### config.mk
export PLATFORM = sky130hd
export DESIGN_NAME = sensor_ctrl
export DESIGN_NICKNAME = d
export VERILOG_FILES = /design/src/hdl/sensor_pkg.sv /design/src/hdl/nv_banks.sv /design/src/hdl/sensor_ctrl.sv
export SDC_FILE = /design/constraint.sdc
export NUM_CORES = 1
export LEC_CHECK = 0
export ABC_AREA = 1
export BUFFER_PORTS_ARGS = -buffer_cell sky130_fd_sc_hd__buf_2
export CAP_MARGIN = 40
export CORE_ASPECT_RATIO = 1.5
export CORE_MARGIN = 8
export CORE_UTILIZATION = 39
export CTS_CLUSTER_DIAMETER = 120
export DETAILED_ROUTE_END_ITERATION = 7
export SETUP_SLACK_MARGIN = 0.3
export SLEW_MARGIN = 20
export SYNTH_ARGS = -nofsm -noshare
export SYNTH_HDL_FRONTEND = slang
export SYNTH_SLANG_ARGS = --single-unit
### constraint.sdc
create_clock -name sys_clk_i -period 4.25 [get_ports sys_clk_i]
set_input_delay 0.2125 -clock sys_clk_i [delete_from_list [all_inputs] [get_ports sys_clk_i]]
set_output_delay 0.2125 -clock sys_clk_i [all_outputs]
set_load 0.02 [all_outputs]
### src/hdl/sensor_pkg.sv
// Constants and types shared by the optical sensor command controller
// Function
// LED on 250 ns every 2 us period
// Output changes after two agreeing pulses
// Sample compared against 4-bit threshold code
// Default output inverted push-pull, low on target
// Calibrate ramps drive up, stores reached count
// Ramp at most 17 ms, status 13 ms
// Status pin high during whole ramp
// Successful ramp drives status pin low
// Failed ramp keeps status pin high
// Stay sensing until valid command arrives
// Power-up restores drive, threshold, output config
// Calibration bank: count 12:3, ok flag bit 0
// Config bank: invert 5, drive 4, threshold 3:0
// Third bank holds nine reserved bits
// Manchester: zero falls, one rises mid-bit
// Host starts commands with sync 1100
// Code after sync: read, write, calibrate
// Code 00 is reserved, no action
// Read and calibrate are six bits
// New threshold applies to comparator at once
// Host writes config, calibrates, writes threshold
// Write is twelve bits, data MSB first
// Read answers 37-bit Manchester frame, 100 kb/s
// Bank write read back sets error flag
// Bad sync sequence is discarded
package sensor_pkg;
  localparam int unsigned CLK_HZ        = 20_000_000;
  localparam int unsigned LED_ON_NS     = 250;
  localparam int unsigned LED_PER_NS    = 2000;
  localparam int unsigned LED_ON_CYC    = (LED_ON_NS * 20) / 1000;
  localparam int unsigned LED_PER_CYC   = (LED_PER_NS * 20) / 1000;
  localparam int unsigned RAMP_MAX_MS   = 17;
  localparam int unsigned STAT_MS       = 13;
  localparam int unsigned RAMP_CYC      = RAMP_MAX_MS * (CLK_HZ / 1000);
  localparam int unsigned STAT_CYC      = STAT_MS * (CLK_HZ / 1000);
  localparam int unsigned BIT_RATE      = 100_000;
  localparam int unsigned HALF_BIT_CYC  = CLK_HZ / (2 * BIT_RATE);
  localparam int unsigned FRAME_BITS    = 37;
  localparam int unsigned CMD_SHORT     = 6;
  localparam int unsigned CMD_WRITE     = 12;
  localparam logic [3:0]  SYNC_NIBBLE   = 4'h0c;
  localparam logic [1:0]  CODE_RSVD     = 2'h0;
  localparam logic [1:0]  CODE_READ     = 2'h1;
  localparam logic [1:0]  CODE_WRITE    = 2'h2;
  localparam logic [1:0]  CODE_CAL      = 2'h3;
  localparam int unsigned OP_BIT        = 5;
  localparam int unsigned DS_BIT        = 4;
  localparam logic [9:0]  DRIVE_MAX     = 10'h3ff;
  localparam logic [12:0] CAL_BANK_RST  = 13'h0000;
  localparam logic [5:0]  CFG_BANK_RST  = 6'h30;
  localparam logic [8:0]  RSV_BANK_RST  = 9'h000;
  localparam int unsigned NV_WORDS      = 3;
  localparam logic [1:0]  NV_CAL        = 2'h0;
  localparam logic [1:0]  NV_CFG        = 2'h1;
  localparam logic [1:0]  NV_RSV        = 2'h2;

  typedef enum logic [2:0] {
    ST_LOAD = 3'b000, ST_OPER = 3'b001, ST_RAMP = 3'b011,
    ST_STAT = 3'b010, ST_SEND = 3'b110, ST_WCHK = 3'b111
  } mode_t;

  typedef struct packed {
    logic o;
    logic oe;
  } pin_drv_t;
endpackage

### src/hdl/nv_banks.sv
// Nonvolatile bank store with registered read data
module nv_banks (
  input  wire logic        sys_clk_i,
  input  wire logic        we_i,
  input  wire logic [1:0]  waddr_i,
  input  wire logic [12:0] wdata_i,
  input  wire logic [1:0]  raddr_i,
  output logic      [12:0] rdata_o
);
  import sensor_pkg::*;
  // Factory content, in place until the first store lands
  logic [12:0] mem [NV_WORDS] = '{CAL_BANK_RST, {7'h00, CFG_BANK_RST},
                                 {4'h0, RSV_BANK_RST}};

  // No reset: contents survive like the cells they model
  always_ff @(posedge sys_clk_i) begin
    if (we_i) begin
      mem[waddr_i] <= wdata_i;
    end
    rdata_o <= mem[raddr_i];
  end
endmodule

### src/hdl/sensor_ctrl.sv
// Command interpreter, sensing loop and calibration sequencer
module sensor_ctrl (
  input  wire logic               sys_clk_i,
  input  wire logic               sys_rst_i,
  input  wire logic               cal_pin_i,
  output sensor_pkg::pin_drv_t    cal_pin_o,
  input  wire logic               sample_above_i,
  output sensor_pkg::pin_drv_t    out_pin_o,
  output logic                    led_on_o,
  output logic [9:0]              led_drive_count_o,
  output logic [3:0]              threshold_o
);
  import sensor_pkg::*;

  typedef struct packed {
    mode_t       mode;
    logic [2:0]  ld;
    logic [12:0] cal_bank;
    logic [5:0]  cfg_bank;
    logic [8:0]  rsv_bank;
    logic [5:0]  led_cnt;
    logic        hit1;
    logic        det;
    logic        s1;
    logic        s2;
    logic        prev;
    logic [7:0]  edge_cnt;
    logic        half_seen;
    logic [3:0]  nbits;
    logic [11:0] shreg;
    logic [9:0]  drive;
    logic        ref_hit;
    logic [18:0] tmr;
    logic        cal_ok;
    logic        err;
    logic [36:0] frame;
    logic [5:0]  fidx;
    logic        fhalf;
    logic [7:0]  fcnt;
    logic        cal_o;
    logic        cal_oe;
    logic        out_o;
    logic        out_oe;
  } state_t;

  state_t q, d;
  logic        nv_we;
  logic [1:0]  nv_waddr;
  logic [12:0] nv_wdata;
  logic [1:0]  nv_raddr;
  logic [12:0] nv_rdata;
  logic        pulse_end;
  logic        mid_edge;
  logic        bit_val;

  nv_banks u_nv (
    .sys_clk_i (sys_clk_i),
    .we_i      (nv_we),
    .waddr_i   (nv_waddr),
    .wdata_i   (nv_wdata),
    .raddr_i   (nv_raddr),
    .rdata_o   (nv_rdata)
  );

  // Reference met, inverted when inv is set; every caller passes inv = 0
  function automatic logic level_hit(input logic above, input logic inv);
    return above ^ inv;
  endfunction

  // Manchester symbol for one half of a bit
  function automatic logic man_half(input logic b, input logic second);
    return b ^ ~second;
  endfunction

  assign pulse_end = (q.led_cnt == 6'(LED_PER_CYC - 1));
  // A transition counts as mid-bit if none came in the last 3/4 bit
  assign mid_edge  = (q.s2 != q.prev) &&
                     (q.edge_cnt > 8'(HALF_BIT_CYC + HALF_BIT_CYC / 2)
                      || q.half_seen);
  assign bit_val   = q.s2;

  always_comb begin
    d         = q;
    nv_we     = 1'b0;
    nv_waddr  = NV_CAL;
    nv_wdata  = 13'h0000;
    nv_raddr  = NV_CAL;

    // Pin synchroniser, second stage only is read
    d.s1   = cal_pin_i;
    d.s2   = q.s1;
    d.prev = q.s2;

    // Time since last pin edge, kept in every mode so that a command
    // right after a busy phase is not timed from a stale edge
    d.edge_cnt = (q.s2 != q.prev) ? 8'h00 :
                 ((q.edge_cnt == 8'hff) ? q.edge_cnt
                                        : q.edge_cnt + 8'h01);

    // Free-running LED pulse timer
    d.led_cnt = pulse_end ? 6'h00 : q.led_cnt + 6'h01;

    unique case (q.mode)
      ST_LOAD: begin
        // Fetch each bank in turn after reset
        d.ld = q.ld + 3'h1;
        unique case (q.ld)
          3'h0: nv_raddr = NV_CAL;
          3'h1: nv_raddr = NV_CFG;
          3'h2: nv_raddr = NV_RSV;
          default: nv_raddr = NV_RSV;
        endcase
        if (q.ld == 3'h1) d.cal_bank = nv_rdata;
        if (q.ld == 3'h2) d.cfg_bank = nv_rdata[5:0];
        if (q.ld == 3'h3) begin
          d.rsv_bank = nv_rdata[8:0];
          d.mode     = ST_OPER;
        end
      end

      ST_OPER: begin
        // Output follows two agreeing pulse decisions
        if (pulse_end) begin
          d.hit1 = level_hit(sample_above_i, 1'b0);
          if (level_hit(sample_above_i, 1'b0) == q.hit1) begin
            d.det = q.hit1;
          end
        end
        // Command receiver, one bit per mid-bit edge
        if (q.edge_cnt == 8'hff && q.nbits != 4'h0) begin
          d.nbits = 4'h0; // Idle line drops a partial command
        end
        if (mid_edge) begin
          d.half_seen = 1'b0;
          d.shreg = {q.shreg[10:0], bit_val};
          d.nbits = q.nbits + 4'h1;
          if (q.nbits == 4'h3 &&
              {q.shreg[2:0], bit_val} != SYNC_NIBBLE) begin
            d.nbits = 4'h0;
          end
          if (q.nbits == 4'(CMD_SHORT - 1)) begin
            unique case ({q.shreg[0], bit_val})
              CODE_RSVD:  d.nbits = 4'h0;
              CODE_READ: begin
                d.nbits = 4'h0;
                d.frame = {1'b0, q.err, q.rsv_bank, q.cal_bank,
                           q.cfg_bank, 7'h00};
                d.fidx  = 6'h00;
                d.fhalf = 1'b0;
                d.fcnt  = 8'h00;
                d.mode  = ST_SEND;
              end
              CODE_CAL: begin
                d.nbits   = 4'h0;
                d.drive   = 10'h000;
                d.ref_hit = 1'b0;
                d.tmr     = 19'h00000;
                d.cal_o   = 1'b1;
                d.cal_oe  = 1'b1;
                d.mode    = ST_RAMP;
              end
              CODE_WRITE: ;
            endcase
          end
          if (q.nbits == 4'(CMD_WRITE - 1)) begin
            d.nbits    = 4'h0;
            d.cfg_bank = {q.shreg[4:0], bit_val};
            d.tmr      = 19'h00000;
            d.mode     = ST_WCHK;
          end
        end else if (q.s2 != q.prev) begin
          d.half_seen = 1'b1; // Bit-boundary edge
        end
        // Configured output driver
        d.out_o  = q.det ^ q.cfg_bank[OP_BIT];
        d.out_oe = q.cfg_bank[DS_BIT] | ~d.out_o;
      end

      ST_WCHK: begin
        // Store, then read the cell back to check it
        d.tmr    = q.tmr + 19'h00001;
        nv_raddr = NV_CFG;
        if (q.tmr == 19'h00000) begin
          nv_we    = 1'b1;
          nv_waddr = NV_CFG;
          nv_wdata = {7'h00, q.cfg_bank};
        end
        if (q.tmr == 19'h00002) begin
          d.err  = (nv_rdata[5:0] != q.cfg_bank);
          d.mode = ST_OPER;
        end
      end

      ST_RAMP: begin
        // One drive step per pulse until two hits in a row
        d.tmr = q.tmr + 19'h00001;
        if (pulse_end) begin
          d.ref_hit = level_hit(sample_above_i, 1'b0);
          if (level_hit(sample_above_i, 1'b0) && q.ref_hit) begin
            d.cal_ok = 1'b1;
          end else if (q.drive != DRIVE_MAX) begin
            d.drive = q.drive + 10'h001;
          end
        end
        if (d.cal_ok || q.tmr == 19'(RAMP_CYC - 1) ||
            (pulse_end && q.drive == DRIVE_MAX && !d.cal_ok)) begin
          d.cal_bank = {q.drive, 2'b00, d.cal_ok};
          nv_we      = 1'b1;
          nv_waddr   = NV_CAL;
          nv_wdata   = {q.drive, 2'b00, d.cal_ok};
          d.cal_o    = ~d.cal_ok;
          d.tmr      = 19'h00000;
          d.mode     = ST_STAT;
        end
      end

      ST_STAT: begin
        d.tmr = q.tmr + 19'h00001;
        if (q.tmr == 19'(STAT_CYC - 1)) begin
          d.cal_oe = 1'b0;
          d.cal_o  = 1'b0;
          d.cal_ok = 1'b0;
          d.mode   = ST_OPER;
        end
      end

      ST_SEND: begin
        // Manchester frame on the output pin, MSB of frame first
        d.out_oe = 1'b1;
        d.out_o  = man_half(q.frame[36], q.fhalf);
        d.fcnt   = q.fcnt + 8'h01;
        if (q.fcnt == 8'(HALF_BIT_CYC - 1)) begin
          d.fcnt  = 8'h00;
          d.fhalf = ~q.fhalf;
          if (q.fhalf) begin
            d.frame = {q.frame[35:0], 1'b0};
            d.fidx  = q.fidx + 6'h01;
            if (q.fidx == 6'(FRAME_BITS - 1)) begin
              d.mode = ST_OPER;
            end
          end
        end
      end

      default: d.mode = ST_LOAD;
    endcase
  end

  // Single state register
  always_ff @(posedge sys_clk_i or posedge sys_rst_i) begin
    if (sys_rst_i) begin
      q          <= '0;
      q.mode     <= ST_LOAD;
      q.cal_bank <= CAL_BANK_RST;
      q.cfg_bank <= CFG_BANK_RST;
      q.rsv_bank <= RSV_BANK_RST;
      q.out_o    <= 1'b1;
      q.out_oe   <= 1'b1;
      q.edge_cnt <= 8'hff; // Idle line: first edge is a mid-bit
    end else begin
      q <= d;
    end
  end

  // Registered outputs
  always_ff @(posedge sys_clk_i or posedge sys_rst_i) begin
    if (sys_rst_i) begin
      led_on_o          <= 1'b0;
      led_drive_count_o <= 10'h000;
      threshold_o       <= 4'h0;
    end else begin
      led_on_o          <= (q.led_cnt < 6'(LED_ON_CYC));
      led_drive_count_o <= (d.mode == ST_RAMP) ? d.drive
                                               : d.cal_bank[12:3];
      threshold_o       <= d.cfg_bank[3:0];
    end
  end

  assign cal_pin_o.o  = q.cal_o;
  assign cal_pin_o.oe = q.cal_oe;
  assign out_pin_o.o  = q.out_o;
  assign out_pin_o.oe = q.out_oe;

  // LED on-time is exactly 5 of 40 cycles
  property p_led_duty;
    @(posedge sys_clk_i) disable iff (sys_rst_i)
      $rose(led_on_o) |-> led_on_o [*5] ##1 !led_on_o;
  endproperty
  a_led_duty: assert property (p_led_duty)
    else $error("LED on-time wrong");

  property p_ramp_high;
    @(posedge sys_clk_i) disable iff (sys_rst_i)
      q.mode == ST_RAMP |-> q.cal_o && q.cal_oe;
  endproperty
  a_ramp_high: assert property (p_ramp_high)
    else $error("Status pin not high in ramp");

  property p_stat_ok;
    @(posedge sys_clk_i) disable iff (sys_rst_i)
      q.mode == ST_STAT && q.cal_ok |-> !q.cal_o && q.cal_oe;
  endproperty
  a_stat_ok: assert property (p_stat_ok)
    else $error("Status pin not low after success");

  property p_stat_fail;
    @(posedge sys_clk_i) disable iff (sys_rst_i)
      q.mode == ST_STAT && !q.cal_ok |-> q.cal_o;
  endproperty
  a_stat_fail: assert property (p_stat_fail)
    else $error("Status pin low after failure");

  property p_ramp_len;
    @(posedge sys_clk_i) disable iff (sys_rst_i)
      q.mode == ST_RAMP |-> q.tmr < 19'(RAMP_CYC);
  endproperty
  a_ramp_len: assert property (p_ramp_len)
    else $error("Ramp too long");

  property p_det_stable;
    @(posedge sys_clk_i) disable iff (sys_rst_i)
      $changed(q.det) |-> $past(pulse_end) && $past(q.mode) == ST_OPER;
  endproperty
  a_det_stable: assert property (p_det_stable)
    else $error("Output changed off a pulse");

  property p_thr_now;
    @(posedge sys_clk_i) disable iff (sys_rst_i)
      threshold_o == q.cfg_bank[3:0];
  endproperty
  a_thr_now: assert property (p_thr_now)
    else $error("Threshold not applied");

  property p_sync_drop;
    @(posedge sys_clk_i) disable iff (sys_rst_i)
      q.mode == ST_OPER && mid_edge && q.nbits == 4'h3 &&
      {q.shreg[2:0], bit_val} != SYNC_NIBBLE |=> q.nbits == 4'h0;
  endproperty
  a_sync_drop: assert property (p_sync_drop)
    else $error("Bad sync kept");

  property p_rsvd_code;
    @(posedge sys_clk_i) disable iff (sys_rst_i)
      q.mode == ST_OPER && mid_edge && q.nbits == 4'h5 &&
      {q.shreg[0], bit_val} == CODE_RSVD |=> q.mode == ST_OPER;
  endproperty
  a_rsvd_code: assert property (p_rsvd_code)
    else $error("Reserved code acted on");
endmodule

==> impl_metrics.py <==
metrics = {
    "worst_setup_path": {
        "slowest_stage": "inv_1",
        "crit_start": "q[118]",
        "ff2ff_setup_slack_ps": 1590,
        "critPathBufInv": 2,
        "worst-path-stages": 9,
        "worst_path_dominant_cell_family": "simple AND/OR/NAND/NOR gates",
        "cpMostUsedCell": "nand2_1",
        "crit_path_start_kind": "register",
        "crit_type": "register to register",
        "critPathRequiredTime_ps": 4340,
        "crit_arrival_ps": 2740,
        "r2r-end": "u_nv.mem[0][12]",
        "max_stage_delay_ps": 550,
        "rr_worst_depth": 9,
        "worstSetupEndpointType": "register",
        "rr_startpoint": "q[118]",
        "path_cells": "ha_1 -> nand2_1 -> inv_1 -> nand3_1 -> nand2_1 -> nand2_1 -> nand3_1 -> nand2_1 -> inv_1",
        "endpoint": "u_nv.mem[0][12]",
        "crit_fanout": 13,
    },
    "clock_network": {
        "clockRootBuffer": "clkbuf_16",
        "cts_tree": "yes",
        "cts.sink_count": 200,
        "numCtsBuffers": 17,
        "cts.reportedPaths.clkPinSlew_ps": 80,
        "post_cts_resized": 0,
        "h-tree-depth": 4,
        "cts_max_path_buffers": 2,
        "clk_latency_ps": 450,
    },
    "routing": {
        "vias": 8413,
        "maxUsedRoutingLayer": "met4",
        "drc_errors": 0,
        "via_per_inst": 5.22,
        "wl_met1_um": 10500,
        "drt_iter0_drc": 617,
        "route.met3.wl_um": 623,
        "wl_per_cell_um": 16.1,
        "wl_met2_um": 14000,
        "wl_um": 26000,
        "ant_nets": 0,
        "drt_first_pass_iters": 5,
    },
    "timing": {
        "max-slew-margin-rel_pct": 38.8,
        "fin_hold_ws_ps": 25.2,
        "max_freq_ghz": 0.376,
        "hold_violations": 0,
        "finalSetupTns_ps": 0,
        "rsz0062_at_grt": "no",
        "tightest_slew_ps": 918,
        "setup_viol_count_final": 0,
        "slew_violations": 0,
        "period_needed_ps": 2660,
        "skew_ps": 12.7,
        "period_share_pct": 62.5,
    },
    "logic_synthesis": {
        "ys_types": 45,
        "synth_area_leaders": "dfrtp_1, nand2_1, edfxtp_1, nand3_1, inv_1",
        "synth.avg_cell_area_um2": 8.17,
        "async_reset_ff_share_pct": 80.5,
        "netlist_area_mm2": 0.0103,
        "yosys_most_used_dff": "dfrtp_1",
        "synth_top_area_share_pct": 36.2,
        "synth_nets": 1282,
        "synth.ff_latch_count": 200,
        "synth_warnings": 0,
        "yosys.area.top_type": "dfrtp_1",
        "synthCells": 1259,
        "synth-edff-count": 26,
        "ys_seq_area_share_pct": 49.4,
    },
    "layout": {
        "final_common_cell": "nand2_1",
        "fill_cells": 2617,
        "syn2layout_area_growth_pct": 9.41,
        "insertedDiodeCount": 0,
        "nNetsFinal": 1284,
        "regArea_mm2": 0.00508,
        "drive_above_1_share_pct": 8.40,
        "final_cell_mix": "nand2_1, nand3_1, dfrtp_1",
        "multi_input_area_mm2": 0.00446,
    },
    "die": {
        "die_h_um": 215,
        "coreArea_mm2": 0.0262,
        "initial_utilization_pct": 39.3,
        "die-area_mm2": 0.0319,
        "rows": 73,
        "ioPinCount": 23,
        "fp.dieW_um": 149,
    },
    "grt": {
        "antenna_found_initial": 0,
        "grtUsageTotal_pct": 16.8,
        "grt_max_degree": 162,
        "grt_first_pass_wirelength_um": 43300,
        "grt_overflow": 0,
        "grt_pass1_vias": 8480,
    },
    "worst_hold_path": {
        "hold_class": "primary input to asynchronous set/reset pin",
    },
    "power": {
        "p_per_area_mw_per_mm2": 578,
        "leakagePower_nw": 5.16,
        "vdd_ir_drop_max_v": 0.000356,
    },
    "placed_design": {
        "hpwl_um": 18500,
        "place.gp.congestion": 0.889,
        "portBuffers": 22,
    },
    "run_status": {
        "outcome": "completed",
    },
    "job": {
        "maxCapViolCount": 0,
    },
}
report_power, final:
part	total, mW	internal, mW	switching (mW)
sequential	2.79	2.41	0.375
clock	1.65	0.846	0.804
combinational	2.07	0.638	1.43
worst register-to-register path, delay by kind of cell, from the launching register on:
family / cells / cell delay, ps
fa+ha+maj: 1 / 240
buf+inv: 2 / 600
flops: 1 / 390
simple gates: 6 / 1060
worst min-delay path by stage:
| stage | from | endpoint | slack, ps |
|---|---|---|---|
| 3_5_place_dp | cal_pin_i | d[114] | 320 |
| 2_1_floorplan | cal_pin_i | d[114] | 240 |
| 3_3_place_gp | cal_pin_i | d[114] | 320 |
| 6_report | sys_rst_i | q[4] | 30 |
| 5_1_grt | sample_above_i | q[117] | 40 |
| 4_1_cts | sample_above_i | q[117] | 10 |
cell usage after synthesis (11+ instances only):
master / number
a21oi_1: 34
a22o_1: 16
buf_2: 20
buf_4: 14
clkbuf_1: 15
dfrtp_1: 149
dfstp_2: 12
dfxtp_1: 13
edfxtp_1: 26
ha_1: 19
inv_1: 115
nand2_1: 348
nand3_1: 149
nand4_1: 17
nor2_1: 90
o211ai_1: 13
o21ai_0: 71
o21ai_1: 21
o22ai_1: 11
xor2_1: 23
logic make-up (layout without fill, tap and decap cells):
family          Yosys count  after routing  synth area share, %
simple gates            643            643                 27.2
compound gates          191            191                 11.1
buf+inv                 176            191                 7.25
xor+xnor                 30             30                 2.74
flops                   200            200                 49.4
fa+ha+maj                19             19                 2.31
per-layer routing:
metal,vias to the layer above,track usage (%)
met5,-,0
met1,4051,18.6
met4,0,7.78
met3,55,2.54
li1,4157,-
met2,150,30.7
cell type report:
class	instances	share of cell area, %
flip-flops and latches	200	45.2
clock buffers	19	4.22
multi-input cells	883	39.6
inverters	126	4.23
clock inverters	13	1.18
repair buffers	33	1.84
well taps	337	3.74
stage by stage:
| stage | instance area (µm²) | utilization [%] | cells | setup WS (ps) | total power, mW |
|---|---|---|---|---|---|
| 4_1_cts | 11300 | 43.0 | 1611 | 1560 | 6.57 |
| 5_1_grt | 11300 | 43.0 | 1611 | 1330 | 6.96 |
| 3_3_place_gp | 10600 | 40.6 | 1578 | 1650 | 4.87 |
| 6_report | 11300 | 43.0 | 1611 | 1590 | 6.50 |
| 2_1_floorplan | 10300 | - | 1259 | 2000 | 4.29 |
| 3_5_place_dp | 10600 | 40.6 | 1578 | 1570 | 4.90 |
timing repair:
item                                    CTS  global route
hold buffers                              1             0
endpoints found under the setup margin    0             0
endpoints found under the hold margin     1             0
setup buffers                             0             0
sequential cells by signal (all words and copies together), names as in the netlist:
register	count
out_pin_o	2
q	144
d	1
u_nv.rdata_o	13
bit_val	1
u_nv.mem	26
led_drive_count_o	10
cal_pin_o	2
led_on_o	1
Power figures use the tool's default switching activity.
